File: config.mk
export PLATFORM = sky130hd
export DESIGN_NAME = msl_io_status
export DESIGN_NICKNAME = d
export VERILOG_FILES = /design/src/msl_pkg.sv /design/src/msl_io_status.sv
export VERILOG_INCLUDE_DIRS = /design/src /design/src/src
export SDC_FILE = /design/constraint.sdc
export NUM_CORES = 1
export LEC_CHECK = 0
export BUFFER_PORTS_ARGS = -buffer_cell sky130_fd_sc_hd__buf_2
export CORE_ASPECT_RATIO = 1.5
export CORE_MARGIN = 2
export CORE_UTILIZATION = 64
export CTS_BUF_LIST = sky130_fd_sc_hd__clkbuf_8
export DETAILED_ROUTE_END_ITERATION = 8
export PLACE_DENSITY = 0.88
export SLEW_MARGIN = 10
export SYNTH_ARGS = -nofsm -noshare
export SYNTH_HDL_FRONTEND = slang
export SYNTH_SLANG_ARGS = --single-unit
File: constraint.sdc
create_clock -name sys_clk_i -period 3.4 [get_ports sys_clk_i]
set_input_delay 0.51 -clock sys_clk_i [delete_from_list [all_inputs] [get_ports sys_clk_i]]
set_output_delay 0.51 -clock sys_clk_i [all_outputs]
set_load 0.005 [all_outputs]
File: src/msl_params.svh
// Purpose: Constants for the motor I/O status block.
// Assumes: 50 MHz system clock, byte addressed registers.
// Notes: Included by the package user files by bare name.
`ifndef MSL_PARAMS_SVH
`define MSL_PARAMS_SVH

// Timing, each time in its own unit.
`define MSL_CLK_NS     20
`define MSL_MS_NS      1000000
`define MSL_BLINK_MS   250
`define MSL_TENTH_MS   100

// Register byte offsets.
`define MSL_CTRL_OFS   6'h00
`define MSL_PRESET_OFS 6'h04
`define MSL_OVLD_OFS   6'h08
`define MSL_DEVON_OFS  6'h0c
`define MSL_DEVOFF_OFS 6'h10
`define MSL_COMM_OFS   6'h14
`define MSL_OVSPD_OFS  6'h18
`define MSL_NETIN_OFS  6'h1c
`define MSL_STAT_OFS   6'h20
`define MSL_ALMC_OFS   6'h24
`define MSL_NETOUT_OFS 6'h28

// Control register field positions.
`define MSL_CTRL_HMODE 0
`define MSL_CTRL_HINC  1
`define MSL_CTRL_UDIR  2
`define MSL_CTRL_UNET  3
`define MSL_CTRL_EDIR  4
`define MSL_CTRL_ENET  5

// Reset values.
`define MSL_CTRL_RST   6'h00
`define MSL_PRESET_RST 24'h000000
`define MSL_OVLD_RST   9'h032
`define MSL_DEVON_RST  15'h012c
`define MSL_DEVOFF_RST 15'h2710
`define MSL_COMM_RST   14'h0000
`define MSL_OVSPD_RST  13'h1194

`endif

File: src/msl_pkg.sv
// Purpose: Types shared by the motor I/O status block.
// Assumes: Nothing beyond the parameter header.
// Notes: Lowest declared field sits in bit 0.
package msl_pkg;

  // Control inputs, direct pins and network bits alike.
  typedef struct packed {
    logic excite;
    logic unlock;
    logic pclr;
    logic aclr;
    logic preset;
    logic cut;
  } msl_ctl_t;

  // Alarm causes; resettable ones sit low.
  typedef struct packed {
    logic fatal;
    logic abs;
    logic comm;
    logic hinc;
    logic dev;
    logic ovl;
  } msl_alm_t;

  // State reported by the motion core.
  typedef struct packed {
    logic serial_busy;
    logic tool_busy;
    logic running;
    logic stop;
    logic start_any;
    logic power_ok;
  } msl_core_t;

endpackage
File: src/msl_io_status.sv
// Purpose: Control input handling, alarm, warning, ready and home outputs.
// Assumes: Core status is on sys_clk_i; direct pins are asynchronous.
// Notes: Registers sit behind an Avalon-MM slave with waitrequest.
`timescale 1ns/1ps
`include "msl_params.svh"

module msl_io_status #(
  parameter int MS_CYCLES = `MSL_MS_NS / `MSL_CLK_NS
) (
  // Clock and reset.
  input  wire logic               sys_clk_i,
  input  wire logic               resetn_i,
  // Avalon-MM slave.
  input  wire logic [5:0]         avs_address_i,
  input  wire logic               avs_read_i,
  input  wire logic               avs_write_i,
  input  wire logic [31:0]        avs_writedata_i,
  output logic      [31:0]        avs_readdata_o,
  output logic                    avs_waitrequest_o,
  // Direct control pins.
  input  msl_pkg::msl_ctl_t       pin_i,
  // Motion core status.
  input  msl_pkg::msl_core_t      core_i,
  input  wire logic [23:0]        cmd_pos_i,
  input  wire logic [14:0]        deviation_i,
  input  wire logic [12:0]        speed_i,
  input  wire logic               overload_i,
  input  wire logic               abs_err_i,
  input  wire logic               fatal_i,
  input  wire logic               comm_frame_i,
  input  wire logic               pos_start_i,
  input  wire logic               origin_set_i,
  // Direct outputs.
  output logic                    alarm_out_o,
  output logic                    warning_out_o,
  output logic                    ready_o,
  output logic                    home_o,
  output logic                    motion_o,
  // Drive and panel control.
  output logic                    alarm_led_o,
  output logic                    current_on_o,
  output logic                    brake_release_o,
  output logic                    stop_req_o,
  output logic                    tool_allow_o,
  output logic                    preset_load_o,
  output logic [23:0]             preset_pos_o
);

  // Software registers.
  logic [5:0]         ctrl_reg;
  logic [23:0]        preset_reg;
  logic [8:0]         ovld_reg;
  logic [14:0]        devon_reg;
  logic [14:0]        devoff_reg;
  logic [13:0]        comm_reg;
  logic [12:0]        ovspd_reg;
  msl_pkg::msl_ctl_t  net_reg;

  // Bus handshake.
  logic               wait_reg;
  logic [31:0]        rdata_reg;

  // Input synchroniser stages.
  logic [5:0]         s1_reg;
  logic [5:0]         s2_reg;
  logic [5:0]         s3_reg;
  logic [5:0]         pin_q_reg;
  logic [5:0]         pin_v;

  // Edge history and state.
  msl_pkg::msl_ctl_t  eff;
  msl_pkg::msl_ctl_t  prev_reg;
  msl_pkg::msl_alm_t  alm_reg;
  logic [5:0]         alm_next;
  logic [5:0]         raise;
  logic [5:0]         clr;
  logic               origin_reg;
  logic               home_done_reg;
  logic               warn_reg;

  // Time bases and counters.
  logic [15:0]        ms_cnt_reg;
  logic [6:0]         tenth_cnt_reg;
  logic [7:0]         blink_cnt_reg;
  logic               blink_reg;
  logic [8:0]         ovl_cnt_reg;
  logic [13:0]        comm_cnt_reg;

  // Bus decode.
  wire req      = avs_read_i | avs_write_i;
  wire wr_take  = avs_write_i & ~wait_reg;
  wire wr_ctrl  = wr_take & (avs_address_i == `MSL_CTRL_OFS);
  wire wr_pre   = wr_take & (avs_address_i == `MSL_PRESET_OFS);
  wire wr_ovld  = wr_take & (avs_address_i == `MSL_OVLD_OFS);
  wire wr_devon = wr_take & (avs_address_i == `MSL_DEVON_OFS);
  wire wr_devof = wr_take & (avs_address_i == `MSL_DEVOFF_OFS);
  wire wr_comm  = wr_take & (avs_address_i == `MSL_COMM_OFS);
  wire wr_ovspd = wr_take & (avs_address_i == `MSL_OVSPD_OFS);
  wire wr_net   = wr_take & (avs_address_i == `MSL_NETIN_OFS);

  // Time base ticks.
  wire ms_tick    = (ms_cnt_reg == 16'(MS_CYCLES - 1));
  wire tenth_tick = ms_tick & (tenth_cnt_reg == 7'(`MSL_TENTH_MS - 1));
  wire blink_tick = ms_tick & (blink_cnt_reg == 8'(`MSL_BLINK_MS - 1));

  // Effective inputs from direct and network sources.
  // unlock assignment merge
  wire udir = ctrl_reg[`MSL_CTRL_UDIR];
  wire unet = ctrl_reg[`MSL_CTRL_UNET];
  wire edir = ctrl_reg[`MSL_CTRL_EDIR];
  wire enet = ctrl_reg[`MSL_CTRL_ENET];
  assign pin_v = pin_i;
  assign eff.unlock = (~udir | pin_q_reg[4]) & (~unet | net_reg.unlock);
  assign eff.excite = (~edir | pin_q_reg[5]) & (~enet | net_reg.excite);
  assign eff.cut    = pin_q_reg[0] | net_reg.cut;
  assign eff.preset = pin_q_reg[1] | net_reg.preset;
  assign eff.aclr   = pin_q_reg[2] | net_reg.aclr;
  assign eff.pclr   = pin_q_reg[3] | net_reg.pclr;

  // Edge detection on the merged inputs.
  // preset rising edge
  wire preset_rise = eff.preset & ~prev_reg.preset;
  wire aclr_fall   = ~eff.aclr & prev_reg.aclr;
  wire pclr_fall   = ~eff.pclr & prev_reg.pclr;
  wire alarm_any   = |alm_reg;
  wire preset_ok   = preset_rise & ~alarm_any & ~core_i.running;

  // Alarm sources.
  // overload time threshold
  assign raise[0] = (ovl_cnt_reg >= ovld_reg);
  assign raise[1] = current_on_o ? (deviation_i > devon_reg)
                                 : (deviation_i > devoff_reg);
  assign raise[2] = ctrl_reg[`MSL_CTRL_HINC] & pos_start_i & ~origin_reg;
  assign raise[3] = (comm_reg != 14'h0000) & (comm_cnt_reg >= comm_reg);
  assign raise[4] = abs_err_i;
  assign raise[5] = fatal_i;

  // Clears; the absolute and fatal alarms resist the alarm clear.
  // non-resettable alarm mask
  assign clr[3:0] = {4{aclr_fall}};
  assign clr[4]   = pclr_fall;
  assign clr[5]   = 1'b0;
  // A cause still present sets again, so set wins over clear.
  assign alm_next = (alm_reg & ~clr) | raise;
  wire alarm_nx   = |alm_next;

  // Output terms.
  // current cut effect
  wire cur_next   = eff.excite & ~eff.cut & ~alarm_nx;
  wire brake_next = eff.cut | cur_next;
  wire ready_next = core_i.power_ok & ~core_i.start_any & ~eff.cut
                  & eff.excite & ~core_i.stop & ~alarm_nx
                  & ~core_i.running & ~core_i.tool_busy
                  & ~core_i.serial_busy;
  wire home_pos   = origin_reg & (cmd_pos_i == 24'h000000)
                  & ~core_i.running;
  // homing complete select
  // The running term drops the output on the first moving cycle, not one late.
  wire home_next  = ctrl_reg[`MSL_CTRL_HMODE] ? (home_done_reg & ~core_i.running) : home_pos;

  // Register read mux; unmapped offsets read as zero.
  // network outputs active high
  wire [31:0] stat_w = {23'h000000, cur_next, eff.excite, eff.unlock,
                        origin_reg, motion_o, home_o, ready_o,
                        warn_reg, alarm_any};
  wire [31:0] nout_w = {27'h0000000, motion_o, home_o, ready_o,
                        warn_reg, alarm_any};
  wire [31:0] rd_mux =
    (avs_address_i == `MSL_CTRL_OFS)   ? {26'h0000000, ctrl_reg} :
    (avs_address_i == `MSL_PRESET_OFS) ? {8'h00, preset_reg} :
    (avs_address_i == `MSL_OVLD_OFS)   ? {23'h000000, ovld_reg} :
    (avs_address_i == `MSL_DEVON_OFS)  ? {17'h00000, devon_reg} :
    (avs_address_i == `MSL_DEVOFF_OFS) ? {17'h00000, devoff_reg} :
    (avs_address_i == `MSL_COMM_OFS)   ? {18'h00000, comm_reg} :
    (avs_address_i == `MSL_OVSPD_OFS)  ? {19'h00000, ovspd_reg} :
    (avs_address_i == `MSL_NETIN_OFS)  ? {26'h0000000, net_reg} :
    (avs_address_i == `MSL_STAT_OFS)   ? stat_w :
    (avs_address_i == `MSL_ALMC_OFS)   ? {26'h0000000, alm_reg} :
    (avs_address_i == `MSL_NETOUT_OFS) ? nout_w : 32'h00000000;

  // Bus handshake: one wait cycle, then answer for exactly one cycle.
  always_ff @(posedge sys_clk_i or negedge resetn_i) begin
    if (!resetn_i) begin
      wait_reg  <= 1'b1;
      rdata_reg <= 32'h00000000;
    end else begin
      wait_reg  <= ~(req & wait_reg);
      rdata_reg <= rd_mux;
    end
  end

  // Configuration registers, written on the accepting edge only.
  always_ff @(posedge sys_clk_i or negedge resetn_i) begin
    if (!resetn_i) begin
      ctrl_reg   <= `MSL_CTRL_RST;
      preset_reg <= `MSL_PRESET_RST;
      ovld_reg   <= `MSL_OVLD_RST;
      devon_reg  <= `MSL_DEVON_RST;
      devoff_reg <= `MSL_DEVOFF_RST;
      comm_reg   <= `MSL_COMM_RST;
      ovspd_reg  <= `MSL_OVSPD_RST;
    end else begin
      if (wr_ctrl)  ctrl_reg   <= avs_writedata_i[5:0];
      if (wr_pre)   preset_reg <= avs_writedata_i[23:0];
      if (wr_ovld)  ovld_reg   <= avs_writedata_i[8:0];
      if (wr_devon) devon_reg  <= avs_writedata_i[14:0];
      if (wr_devof) devoff_reg <= avs_writedata_i[14:0];
      if (wr_comm)  comm_reg   <= avs_writedata_i[13:0];
      if (wr_ovspd) ovspd_reg  <= avs_writedata_i[12:0];
    end
  end

  // Network input bits, same clock, so no synchroniser needed.
  always_ff @(posedge sys_clk_i or negedge resetn_i) begin
    if (!resetn_i) begin
      net_reg <= 6'h00;
    end else if (wr_net) begin
      net_reg <= avs_writedata_i[5:0];
    end
  end

  // Pin synchroniser; a change counts once stages two and three agree,
  // which also rejects a single-cycle glitch.
  // three stage sync
  generate
    for (genvar i = 0; i < 6; i++) begin : g_sync
      always_ff @(posedge sys_clk_i or negedge resetn_i) begin
        if (!resetn_i) begin
          s1_reg[i]    <= 1'b0;
          s2_reg[i]    <= 1'b0;
          s3_reg[i]    <= 1'b0;
          pin_q_reg[i] <= 1'b0;
        end else begin
          s1_reg[i] <= pin_v[i];
          s2_reg[i] <= s1_reg[i];
          s3_reg[i] <= s2_reg[i];
          if (s2_reg[i] == s3_reg[i]) pin_q_reg[i] <= s3_reg[i];
        end
      end
    end
  endgenerate

  // Millisecond, tenth-second and blink time bases.
  always_ff @(posedge sys_clk_i or negedge resetn_i) begin
    if (!resetn_i) begin
      ms_cnt_reg    <= 16'h0000;
      tenth_cnt_reg <= 7'h00;
      blink_cnt_reg <= 8'h00;
      blink_reg     <= 1'b0;
    end else begin
      ms_cnt_reg <= ms_tick ? 16'h0000 : ms_cnt_reg + 16'h0001;
      if (tenth_tick) tenth_cnt_reg <= 7'h00;
      else if (ms_tick) tenth_cnt_reg <= tenth_cnt_reg + 7'h01;
      if (blink_tick) blink_cnt_reg <= 8'h00;
      else if (ms_tick) blink_cnt_reg <= blink_cnt_reg + 8'h01;
      if (blink_tick) blink_reg <= ~blink_reg;
    end
  end

  // Overload time and serial silence counters, both saturating.
  // overload duration count
  always_ff @(posedge sys_clk_i or negedge resetn_i) begin
    if (!resetn_i) begin
      ovl_cnt_reg  <= 9'h000;
      comm_cnt_reg <= 14'h0000;
    end else begin
      if (!overload_i) ovl_cnt_reg <= 9'h000;
      else if (tenth_tick && ovl_cnt_reg != 9'h1ff)
        ovl_cnt_reg <= ovl_cnt_reg + 9'h001;
      if (comm_frame_i) comm_cnt_reg <= 14'h0000;
      else if (ms_tick && comm_cnt_reg != 14'h3fff)
        comm_cnt_reg <= comm_cnt_reg + 14'h0001;
    end
  end

  // Alarm latch, edge history and warning.
  // warning from overspeed
  always_ff @(posedge sys_clk_i or negedge resetn_i) begin
    if (!resetn_i) begin
      alm_reg  <= 6'h00;
      prev_reg <= 6'h00;
      warn_reg <= 1'b0;
    end else begin
      alm_reg  <= alm_next;
      prev_reg <= eff;
      warn_reg <= (speed_i > ovspd_reg);
    end
  end

  // Origin and homing-complete state; a new origin beats a move.
  always_ff @(posedge sys_clk_i or negedge resetn_i) begin
    if (!resetn_i) begin
      origin_reg    <= 1'b0;
      home_done_reg <= 1'b0;
    end else begin
      if (origin_set_i || preset_ok) origin_reg <= 1'b1;
      if (origin_set_i || preset_ok) home_done_reg <= 1'b1;
      else if (core_i.running) home_done_reg <= 1'b0;
    end
  end

  // Preset request toward the motion core.
  // load preset value
  always_ff @(posedge sys_clk_i or negedge resetn_i) begin
    if (!resetn_i) begin
      preset_load_o <= 1'b0;
      preset_pos_o  <= 24'h000000;
    end else begin
      preset_load_o <= preset_ok;
      if (preset_ok) preset_pos_o <= preset_reg;
    end
  end

  // Direct outputs; the alarm output is normally closed, so it is
  // high while healthy and drops on any alarm.
  // direct alarm off
  always_ff @(posedge sys_clk_i or negedge resetn_i) begin
    if (!resetn_i) begin
      alarm_out_o   <= 1'b1;
      warning_out_o <= 1'b0;
      ready_o       <= 1'b0;
      home_o        <= 1'b0;
      motion_o      <= 1'b0;
    end else begin
      alarm_out_o   <= ~alarm_nx;
      warning_out_o <= (speed_i > ovspd_reg);
      ready_o       <= ready_next;
      home_o        <= home_next;
      motion_o      <= core_i.running;
    end
  end

  // Drive side: current, brake, stop, LED and tool permission.
  // alarm stop actions
  always_ff @(posedge sys_clk_i or negedge resetn_i) begin
    if (!resetn_i) begin
      current_on_o    <= 1'b0;
      brake_release_o <= 1'b0;
      stop_req_o      <= 1'b0;
      alarm_led_o     <= 1'b0;
      tool_allow_o    <= 1'b0;
    end else begin
      current_on_o    <= cur_next;
      brake_release_o <= brake_next;
      stop_req_o      <= alarm_nx;
      alarm_led_o     <= alarm_nx & blink_reg;
      tool_allow_o    <= eff.unlock;
    end
  end

  // Bus outputs come straight from their flops.
  assign avs_waitrequest_o = wait_reg;
  assign avs_readdata_o    = rdata_reg;

endmodule

# Yosys cells after proc, flatten, opt, wreduce, memory -nomap -nowiden
# Cells that the tools add are included.
classes:
  n_mux: 24
  add_sub_neg: 5
  n_reduce_logical: 12
  order_cmp: 5
  n_eq_ne: 22
  bitwise: 68
ops:
  columns: ["operator", "count"]
  rows:
  - ["$mux W24", 2]
  - ["$mux W15", 3]
  - ["$mux W14", 3]
  - ["$and A1 B1 Y1", 36]
  - ["$mux W9", 4]
  - ["$gt A15 B15 Y1", 2]
  - ["$eq A6 B5 Y1 const B", 4]
  - ["$logic_not A24 Y1", 1]
  - ["$not A1 Y1", 19]
  - ["$eq A6 B6 Y1 const B", 3]
  - ["$add A16 B1 Y16 const B", 1]
  - ["$eq A16 B16 Y1 const B", 1]
  - ["$mux W16", 1]
  - ["$mux W8", 2]
  - ["$add A14 B1 Y14 const B", 1]
  - ["$ge A14 B14 Y1", 1]
  - ["$mux W7", 2]
  - ["$ne A14 B14 Y1 const B", 1]
  - ["$reduce_bool A14 Y1", 1]
  - ["$gt A13 B13 Y1", 1]
  - ["$mux W13", 1]
  - ["$eq A6 B4 Y1 const B", 2]
  - ["$reduce_or A6 Y1", 2]
  - ["$or A1 B1 Y1", 10]
  - ["other kinds (20)", 32]
word_totals:
  ff_bits: 252

# Depth between registers and ports, before layout
# Gate-level depths: netlist of the first run.
logic_depth:
  ltp_word: 18
  depth_mapped: 9
  mapped_depth_nobuf: 9

# Worst setup path after synthesis of the first run
# No wires, ideal clock.
synth_path:
  kind: "register to register"
  startpoint: "register ms_cnt_reg[10]"
  endpoint: "register ovl_cnt_reg[3]"
  stages_incl_launch_ff: 8
  t_required_ns: 3.281
  setup_time_ns: 0.119
  t_arrival_ns: 2.183
  path_buffers: 1
  setup_slack_ns: 1.098
  path_cell_list: "dfrtp_1 -> or3_4 -> or4_4 -> buf_6 -> nor3_4 -> nand4_1 -> xnor2_1 -> and2_1"
synth_between:
  elab_chain_cells: 4
synth_rtl:
  columns: ["item", "line_no", "text"]
  rows:
  - ["start, declared", "msl_io_status.sv:82", "logic [15:0] ms_cnt_reg;"]
  - ["start signal, assigned", "msl_io_status.sv:251", "ms_cnt_reg <= ms_tick ? 16'h0000 : ms_cnt_reg + 16'h0001;"]
  - ["$eq A16 B16 Y1", "msl_io_status.sv:102", "wire ms_tick = (ms_cnt_reg == 16'(MS_CYCLES - 1));"]
  - ["$and A1 B1 Y1", "msl_io_status.sv:103", "wire tenth_tick = ms_tick & (tenth_cnt_reg == 7'(`MSL_TENTH_MS - 1));"]
  - ["$logic_and A1 B1 Y1", "msl_io_status.sv:268", "else if (tenth_tick && ovl_cnt_reg != 9'h1ff)"]
  - ["$ne A2 B1 Y1 (no source line)", null, null]
  - ["end signal, assigned", "msl_io_status.sv:269", "ovl_cnt_reg <= ovl_cnt_reg + 9'h001;"]
  - ["end, declared", "msl_io_status.sv:86", "logic [8:0] ovl_cnt_reg;"]
# Every way passes these cells.
# A chain may end at the register's enable or synchronous reset.

# Final worst setup path of the first run
layout_path:
  startpoint: "register pin_q_reg[2]"
  endpoint: "register alarm_led_o"
layout_between:
  elab_chain_cells: 8
layout_rtl:
  columns: ["item", "line_no", "text"]
  rows:
  - ["start, declared", "msl_io_status.sv:67", "logic [5:0] pin_q_reg;"]
  - ["start signal, assigned by index", "msl_io_status.sv:237", "if (s2_reg[i] == s3_reg[i]) pin_q_reg[i] <= s3_reg[i];"]
  - ["$or A1 B1 Y1", "msl_io_status.sv:117", "assign eff.aclr = pin_q_reg[2] | net_reg.aclr;"]
  - ["$not A1 Y1", "msl_io_status.sv:123", "wire aclr_fall = ~eff.aclr & prev_reg.aclr;"]
  - ["$and A1 B1 Y1", "msl_io_status.sv:123", null]
  - ["$not A5 Y6", "msl_io_status.sv:144", "assign alm_next = (alm_reg & ~clr) | raise;"]
  - ["$and A6 B6 Y6", "msl_io_status.sv:144", null]
  - ["$or A6 B6 Y6", "msl_io_status.sv:144", null]
  - ["$reduce_or A6 Y1", "msl_io_status.sv:145", "wire alarm_nx = |alm_next;"]
  - ["named net alarm_nx", "msl_io_status.sv:145", null]
  - ["$and A1 B1 Y1", "msl_io_status.sv:346", "alarm_led_o <= alarm_nx & blink_reg;"]
  - ["end signal, assigned", "msl_io_status.sv:346", null]
  - ["end, declared", "msl_io_status.sv:40", "output logic alarm_led_o,"]
# The timed path passes the listed nets, and every way through them passes these cells.

==> reports/metrics.cfg, run 1 <==
[die]
num_rows=61
die_x_um=117
ioPinCount=180
die-area_um2=20100
fp.dieH_um=173
start_util=0.653
coreArea_um2=18600

[critical_path]
cp_cell_sequence=or3b_1, a221o_1, a41oi_1, and4_1, o2111ai_1, and2_1
r2r_end=alarm_led_o
r2r-start=pin_q_reg[2]
reg2reg_slack_ns=0.59
path_delay_family=simple AND/OR/NAND/NOR gates
crit_buf_inv=0
cp.depth=6
cp-start-kind=flop
cp-end-kind=flop
required_ns=3.83
critPathMaxFanout=7
startpoint=pin_q_reg[2]
cp.arrival_ns=3.23
critPathSlowestCell=or3b_1
max_stage_delay_ns=0.58
endpoint=alarm_led_o
worst-setup-path-type=flop to flop
reg2reg_depth=6

[cells_and_area]
nets=1499
fillCellCount=1195
area_growth_pct=15.7
drive_above_1_share=0.271
regArea_um2=6330
multi_input_area_um2=5360
n_antenna_cell=0

[timing]
hold_ws_ns=-0.0249
period_needed_ns=2.81
fmax_mhz=356
worst_pin_slew_ns=0.947
fin_skew_ns=0.0188
tns_ns=0
hold_viol=20
rsz0062_at_grt=no
period_share=0.825
maxSlewViolCount=0
slew_headroom=0.368
setup_viol=0

[detailed_routing]
vias=9657
drc=0
antenna_left=0
drt-pass1-iter-count=7
wl_per_cell_um=19.7
drt_iter0_drc=709
viasPerCell=6.05
wl_um=31500

[logic_synthesis]
ys_seq_elements=252
synth_top_cell_area_share=0.479
synth_cell_type_count=69
synthFlopType=dfrtp_1
netlist_area_um2=12200
async_flop_share=1.00
syn_inst=1125
synth_top_area_cell=dfrtp_1
synthMostInstantiatedCell=dfrtp_1
synth_edf_count=0
yosys-top-cells-area=dfrtp_1 48%, mux2_2 8.1%, ha_1 7.5%
netlist_top_cells_count=233 x dfrtp_1, 145 x nand2_1, 88 x mux2_2, 82 x inv_1, 73 x ha_1
yosysWarnings=0
avgSynthCellArea_um2=10.8
yosysSeqAreaShare=0.520

[clocking]
cts-root-buf=clkbuf_8
htree_levels=2
cts_tree=done
cts.clk_slew.worst_paths_ns=0.06
clkSinkCount=252
cts_resized=0
post-cts-setup-buffer-count=0
numCtsBuffers=38
cts_buffer_depth=3
cts_hold_buf=0
insertion_delay_ns=0.55

[status]
outcome=finished, violations left
violations=negative hold slack

[global_route]
grt_pass1_wl_um=50600
antenna_found_initial=0
overflow=0
grt.total_usage=0.321
grt_pass1_vias=10000
grt_max_degree=105

[placed_design]
place_hpwl_um=22600
place_congestion=1.01
port_buffers=163

[power]
p_per_area_nw_per_um2=459
vdd_drop_max_mv=0.300
leakagePower_nw=7.08

[hold_path]
hp-class=input pin to asynchronous set/reset pin

[flow_run]
drv_cap=0

==> cell usage in the layout (no fill, tap or decap), types with 9 or more instances in the layout <==
master / count
a21oi_1: 42
a22oi_1: 9
xnor2_1: 18
mux2_2: 88
o21ai_0: 59
inv_1: 97
nand2_1: 145
nand3_1: 26
mux2i_1: 16
and2_1: 10
nor2b_1: 15
nor4_1: 12
ha_1: 73
nand4_1: 24
dfstp_2: 19
clkbuf_8: 49
buf_2: 162
buf_4: 19
nor2_1: 58
xor2_1: 13
and3_1: 20
a221oi_1: 12
nor3_1: 16
dfrtp_1: 233
==> logic make-up (layout without fill, tap and decap cells) <==
| group | count (synthesis) | in the layout | share of synthesized area |
|---|---|---|---|
| and+or+nand+nor | 367 | 367 | 0.149 |
| DFF | 252 | 252 | 0.520 |
| AOI/OAI and AO/OA | 162 | 162 | 0.0831 |
| buffers and inverters | 124 | 336 | 0.0416 |
| muxes | 109 | 109 | 0.104 |
| adders and majority gates | 79 | 79 | 0.0800 |
| xor gates and xnor gates | 31 | 31 | 0.0223 |
| other | 1 | 8 | 0.000308 |
==> metrics by stage <==
step,total power [mW],utilization,std cells,instance area [um2],setup slack (ns)
floorplan,3.70,-,1132,12200,1.10
global placement,3.98,0.715,1526,13300,0.737
detailed placement,4.02,0.715,1526,13300,0.736
CTS,6.48,0.756,1596,14100,0.685
global route,6.73,0.756,1596,14100,0.488
finish,6.47,0.756,1596,14100,0.594
==> per-layer routing <==
metal | part of all wire | vias to the layer above | GRT usage | routed length [um]
li1 | - | 4325 | - | -
met1 | 0.35 | 4735 | 0.362 | 11000
met2 | 0.53 | 439 | 0.560 | 16500
met3 | 0.062 | 158 | 0.0585 | 1970
met4 | 0.061 | 0 | 0.181 | 1940
met5 | 0 | - | 0 | 0
==> layout make-up <==
type | instances | share of cell area
repair buffers | 183 | 0.0702
clock buffers | 49 | 0.0479
clock inverters | 21 | 0.00675
well taps | 252 | 0.0224
flip-flops and latches | 252 | 0.450
multi-input cells | 756 | 0.381
inverters | 83 | 0.0221
==> power by group <==
group | internal [mW] | switching, mW
Combinational | 0.299 | 0.391
Sequential | 3.17 | 0.141
Clock | 1.30 | 1.16
==> worst min path at each step <==
| stage | startpoint | end | slack (ns) | cells past startpoint |
|---|---|---|---|---|
| after floorplan | resetn_i | alarm_led_o | 0.21 | 0 |
| after global placement | s1_reg[1] | s2_reg[1] | 0.33 | 0 |
| after detailed placement | s1_reg[0] | s2_reg[0] | 0.33 | 0 |
| after CTS | resetn_i | preset_pos_o[23] | 0.03 | 1 |
| after global routing | pin_i[1] | s1_reg[1] | 0.05 | 1 |
| final | resetn_i | preset_pos_o[20] | -0.02 | 1 |
Power figures use the tool's default switching activity.
==> run 2: changes to the inputs <==
--- a/config.mk
+++ b/config.mk
@@ -9,10 +9,10 @@
 export BUFFER_PORTS_ARGS = -buffer_cell sky130_fd_sc_hd__buf_2
 export CORE_ASPECT_RATIO = 1.5
 export CORE_MARGIN = 2
-export CORE_UTILIZATION = 64
+export CORE_UTILIZATION = 59
 export CTS_BUF_LIST = sky130_fd_sc_hd__clkbuf_8
 export DETAILED_ROUTE_END_ITERATION = 8
-export PLACE_DENSITY = 0.88
+export PLACE_DENSITY = 0.82
 export SLEW_MARGIN = 10
 export SYNTH_ARGS = -nofsm -noshare
 export SYNTH_HDL_FRONTEND = slang
==> constraint.sdc (replaced) <==
create_clock -name sys_clk_i -period 2.8 [get_ports sys_clk_i]
set_input_delay 0.42 -clock sys_clk_i [delete_from_list [all_inputs] [get_ports sys_clk_i]]
set_output_delay 0.42 -clock sys_clk_i [all_outputs]
set_load 0.005 [all_outputs]
==> reports/metrics.cfg, run 2 (synthesis gave the netlist of run 1 again) <==
[clocking]
post-cts-setup-buffer-count=0  ; unchanged
clkSinkCount=252  ; unchanged
numCtsBuffers=39  ; +2.6%
cts_resized=0  ; unchanged
cts-root-buf=clkbuf_8
cts_tree=done
insertion_delay_ns=0.55  ; about the same
cts_buffer_depth=3  ; unchanged
htree_levels=2  ; unchanged
cts.clk_slew.worst_paths_ns=0.07  ; about the same

[cells_and_area]
area_growth_pct=18.0
drive_above_1_share=0.272  ; +0.00156
layout_common_cells=233 x dfrtp_1, 162 x buf_2, 145 x nand2_1
fin_util=0.706  ; -0.0499
final_common_cell=dfrtp_1
stdcell_count=1615  ; +1.2%
n_antenna_cell=0  ; unchanged
nets=1505  ; +0.40%

[global_route]
antenna_found_initial=0  ; unchanged
grt_max_degree=73  ; -30%
overflow=0  ; unchanged
grt.total_usage=0.282  ; -0.0387
grt_pass1_vias=9730  ; -3.0%
grt_pass1_wl_um=48800  ; -3.5%

[die]
die-area_um2=21800  ; +8.2%
start_util=0.598  ; -0.0551
coreArea_um2=20300  ; +9.2%
die_x_um=121  ; +4.0%
num_rows=64  ; +4.9%
fp.dieH_um=180  ; +4.1%
ioPinCount=180  ; unchanged

[timing]
period_needed_ns=2.49  ; -0.319 ns
hold_viol=0  ; -100%
worst_slack_ns=0.313  ; -0.281 ns
setup_viol=0  ; unchanged
period_share=0.888  ; +0.0629
worst_pin_slew_ns=0.810  ; -0.137 ns
maxSlewViolCount=0  ; unchanged
fmax_mhz=402  ; +13%
fin_skew_ns=0.0364  ; +0.0176 ns
slew_headroom=0.457  ; +0.0890
tns_ns=0  ; unchanged
rsz0062_at_grt=no

[placed_design]
place_hpwl_um=22300  ; -1.1%
pre_cts_slack_ns=0.383  ; -0.353 ns
place_congestion=0.940  ; -7.3%
dp.cells=1536  ; +0.66%
port_buffers=163  ; unchanged

[detailed_routing]
viasPerCell=5.86  ; -3.1%
wl_per_cell_um=19.0  ; -3.8%
antenna_left=0  ; unchanged
wl_um=30600  ; -2.6%
drc=0  ; unchanged
drt-pass1-iter-count=7  ; unchanged
drt_iter0_drc=547  ; -23%
vias=9471  ; -1.9%

[critical_path]
critPathMaxFanout=7  ; unchanged
cp.arrival_ns=2.93  ; -0.30 ns
required_ns=3.25  ; -0.58 ns
worst-setup-path-type=flop to flop
cp-end-kind=flop
cp-start-kind=flop

[power]
vdd_drop_max_mv=0.462  ; +54%
finalPower_mw=8.57  ; +33%
leakagePower_nw=7.19  ; +1.5%
p_per_area_nw_per_um2=597  ; +30%

[flow_run]
drv_cap=0  ; unchanged

[hold_path]
hp-class=input pin to flop

[status]
outcome=complete, no violations

==> run 2: final timing paths <==
check	depth (start not counted)	slack, ns	to	start
worst min-delay path	2	0.03	avs_waitrequest_o	avs_read_i
worst max register to register	9	0.31	avs_readdata_o[8]	devoff_reg[13]
min in group asynchronous	2	0.41	preset_pos_o[21]	resetn_i
worst max-delay path	9	0.31	avs_readdata_o[8]	devoff_reg[13]
worst min register to register	0	0.35	s2_reg[2]	s1_reg[2]
max in group asynchronous	3	1.56	alarm_out_o	resetn_i
==> run 2: repair_timing <==
| action | in CTS | in global routing |
|---|---|---|
| hold endpoints to repair | 71 | 0 |
| hold buffers | 7 | 0 |
| endpoints found under the setup margin | 0 | 0 |
==> run 2: cell type report <==
cell class / count / area (um2)
fill: 1406 / 5980
clock inverter: 23 / 283
timing repair buffer: 188 / 1070
tap: 264 / 330
sequential: 252 / 6330
clock buffer: 49 / 674
inverter: 83 / 312
multi-input combinational: 756 / 5360
==> run 2: where the power goes <==
group	internal (mW)	total (mW)	switching, mW
logic	0.372	0.842	0.470
registers	3.85	4.02	0.172
clock network	2.24	3.71	1.47
==> run 2: worst max-delay path, stage by stage, from the launching register on <==
cell	delay, ns
dfstp_2	0.56
inv_1	0.06
ha_1	0.29
nand4_1	0.18
nor4_1	0.33
a2bb2oi_1	0.19
a41o_1	0.18
o2111ai_1	0.14
buf_4	0.20
o31ai_1	0.27
==> run 2: per-layer routing <==
layer  part of all wire  track usage  vias to the layer above
met5                  0            0                        -
met4              0.062        0.172                        0
met3              0.059       0.0466                      123
met2               0.52        0.493                      402
met1               0.36        0.317                     4624
li1                   -            -                     4322
==> run 2: per-stage QoR <==
step | cell area (um2) | hold slack, ns
final | 14400 | 0.0265
after global routing | 14400 | 0.0302
after detailed placement | 13300 | 0.335
after CTS | 14400 | 0.0203
after floorplan | 12200 | 0.124
after global placement | 13300 | 0.334
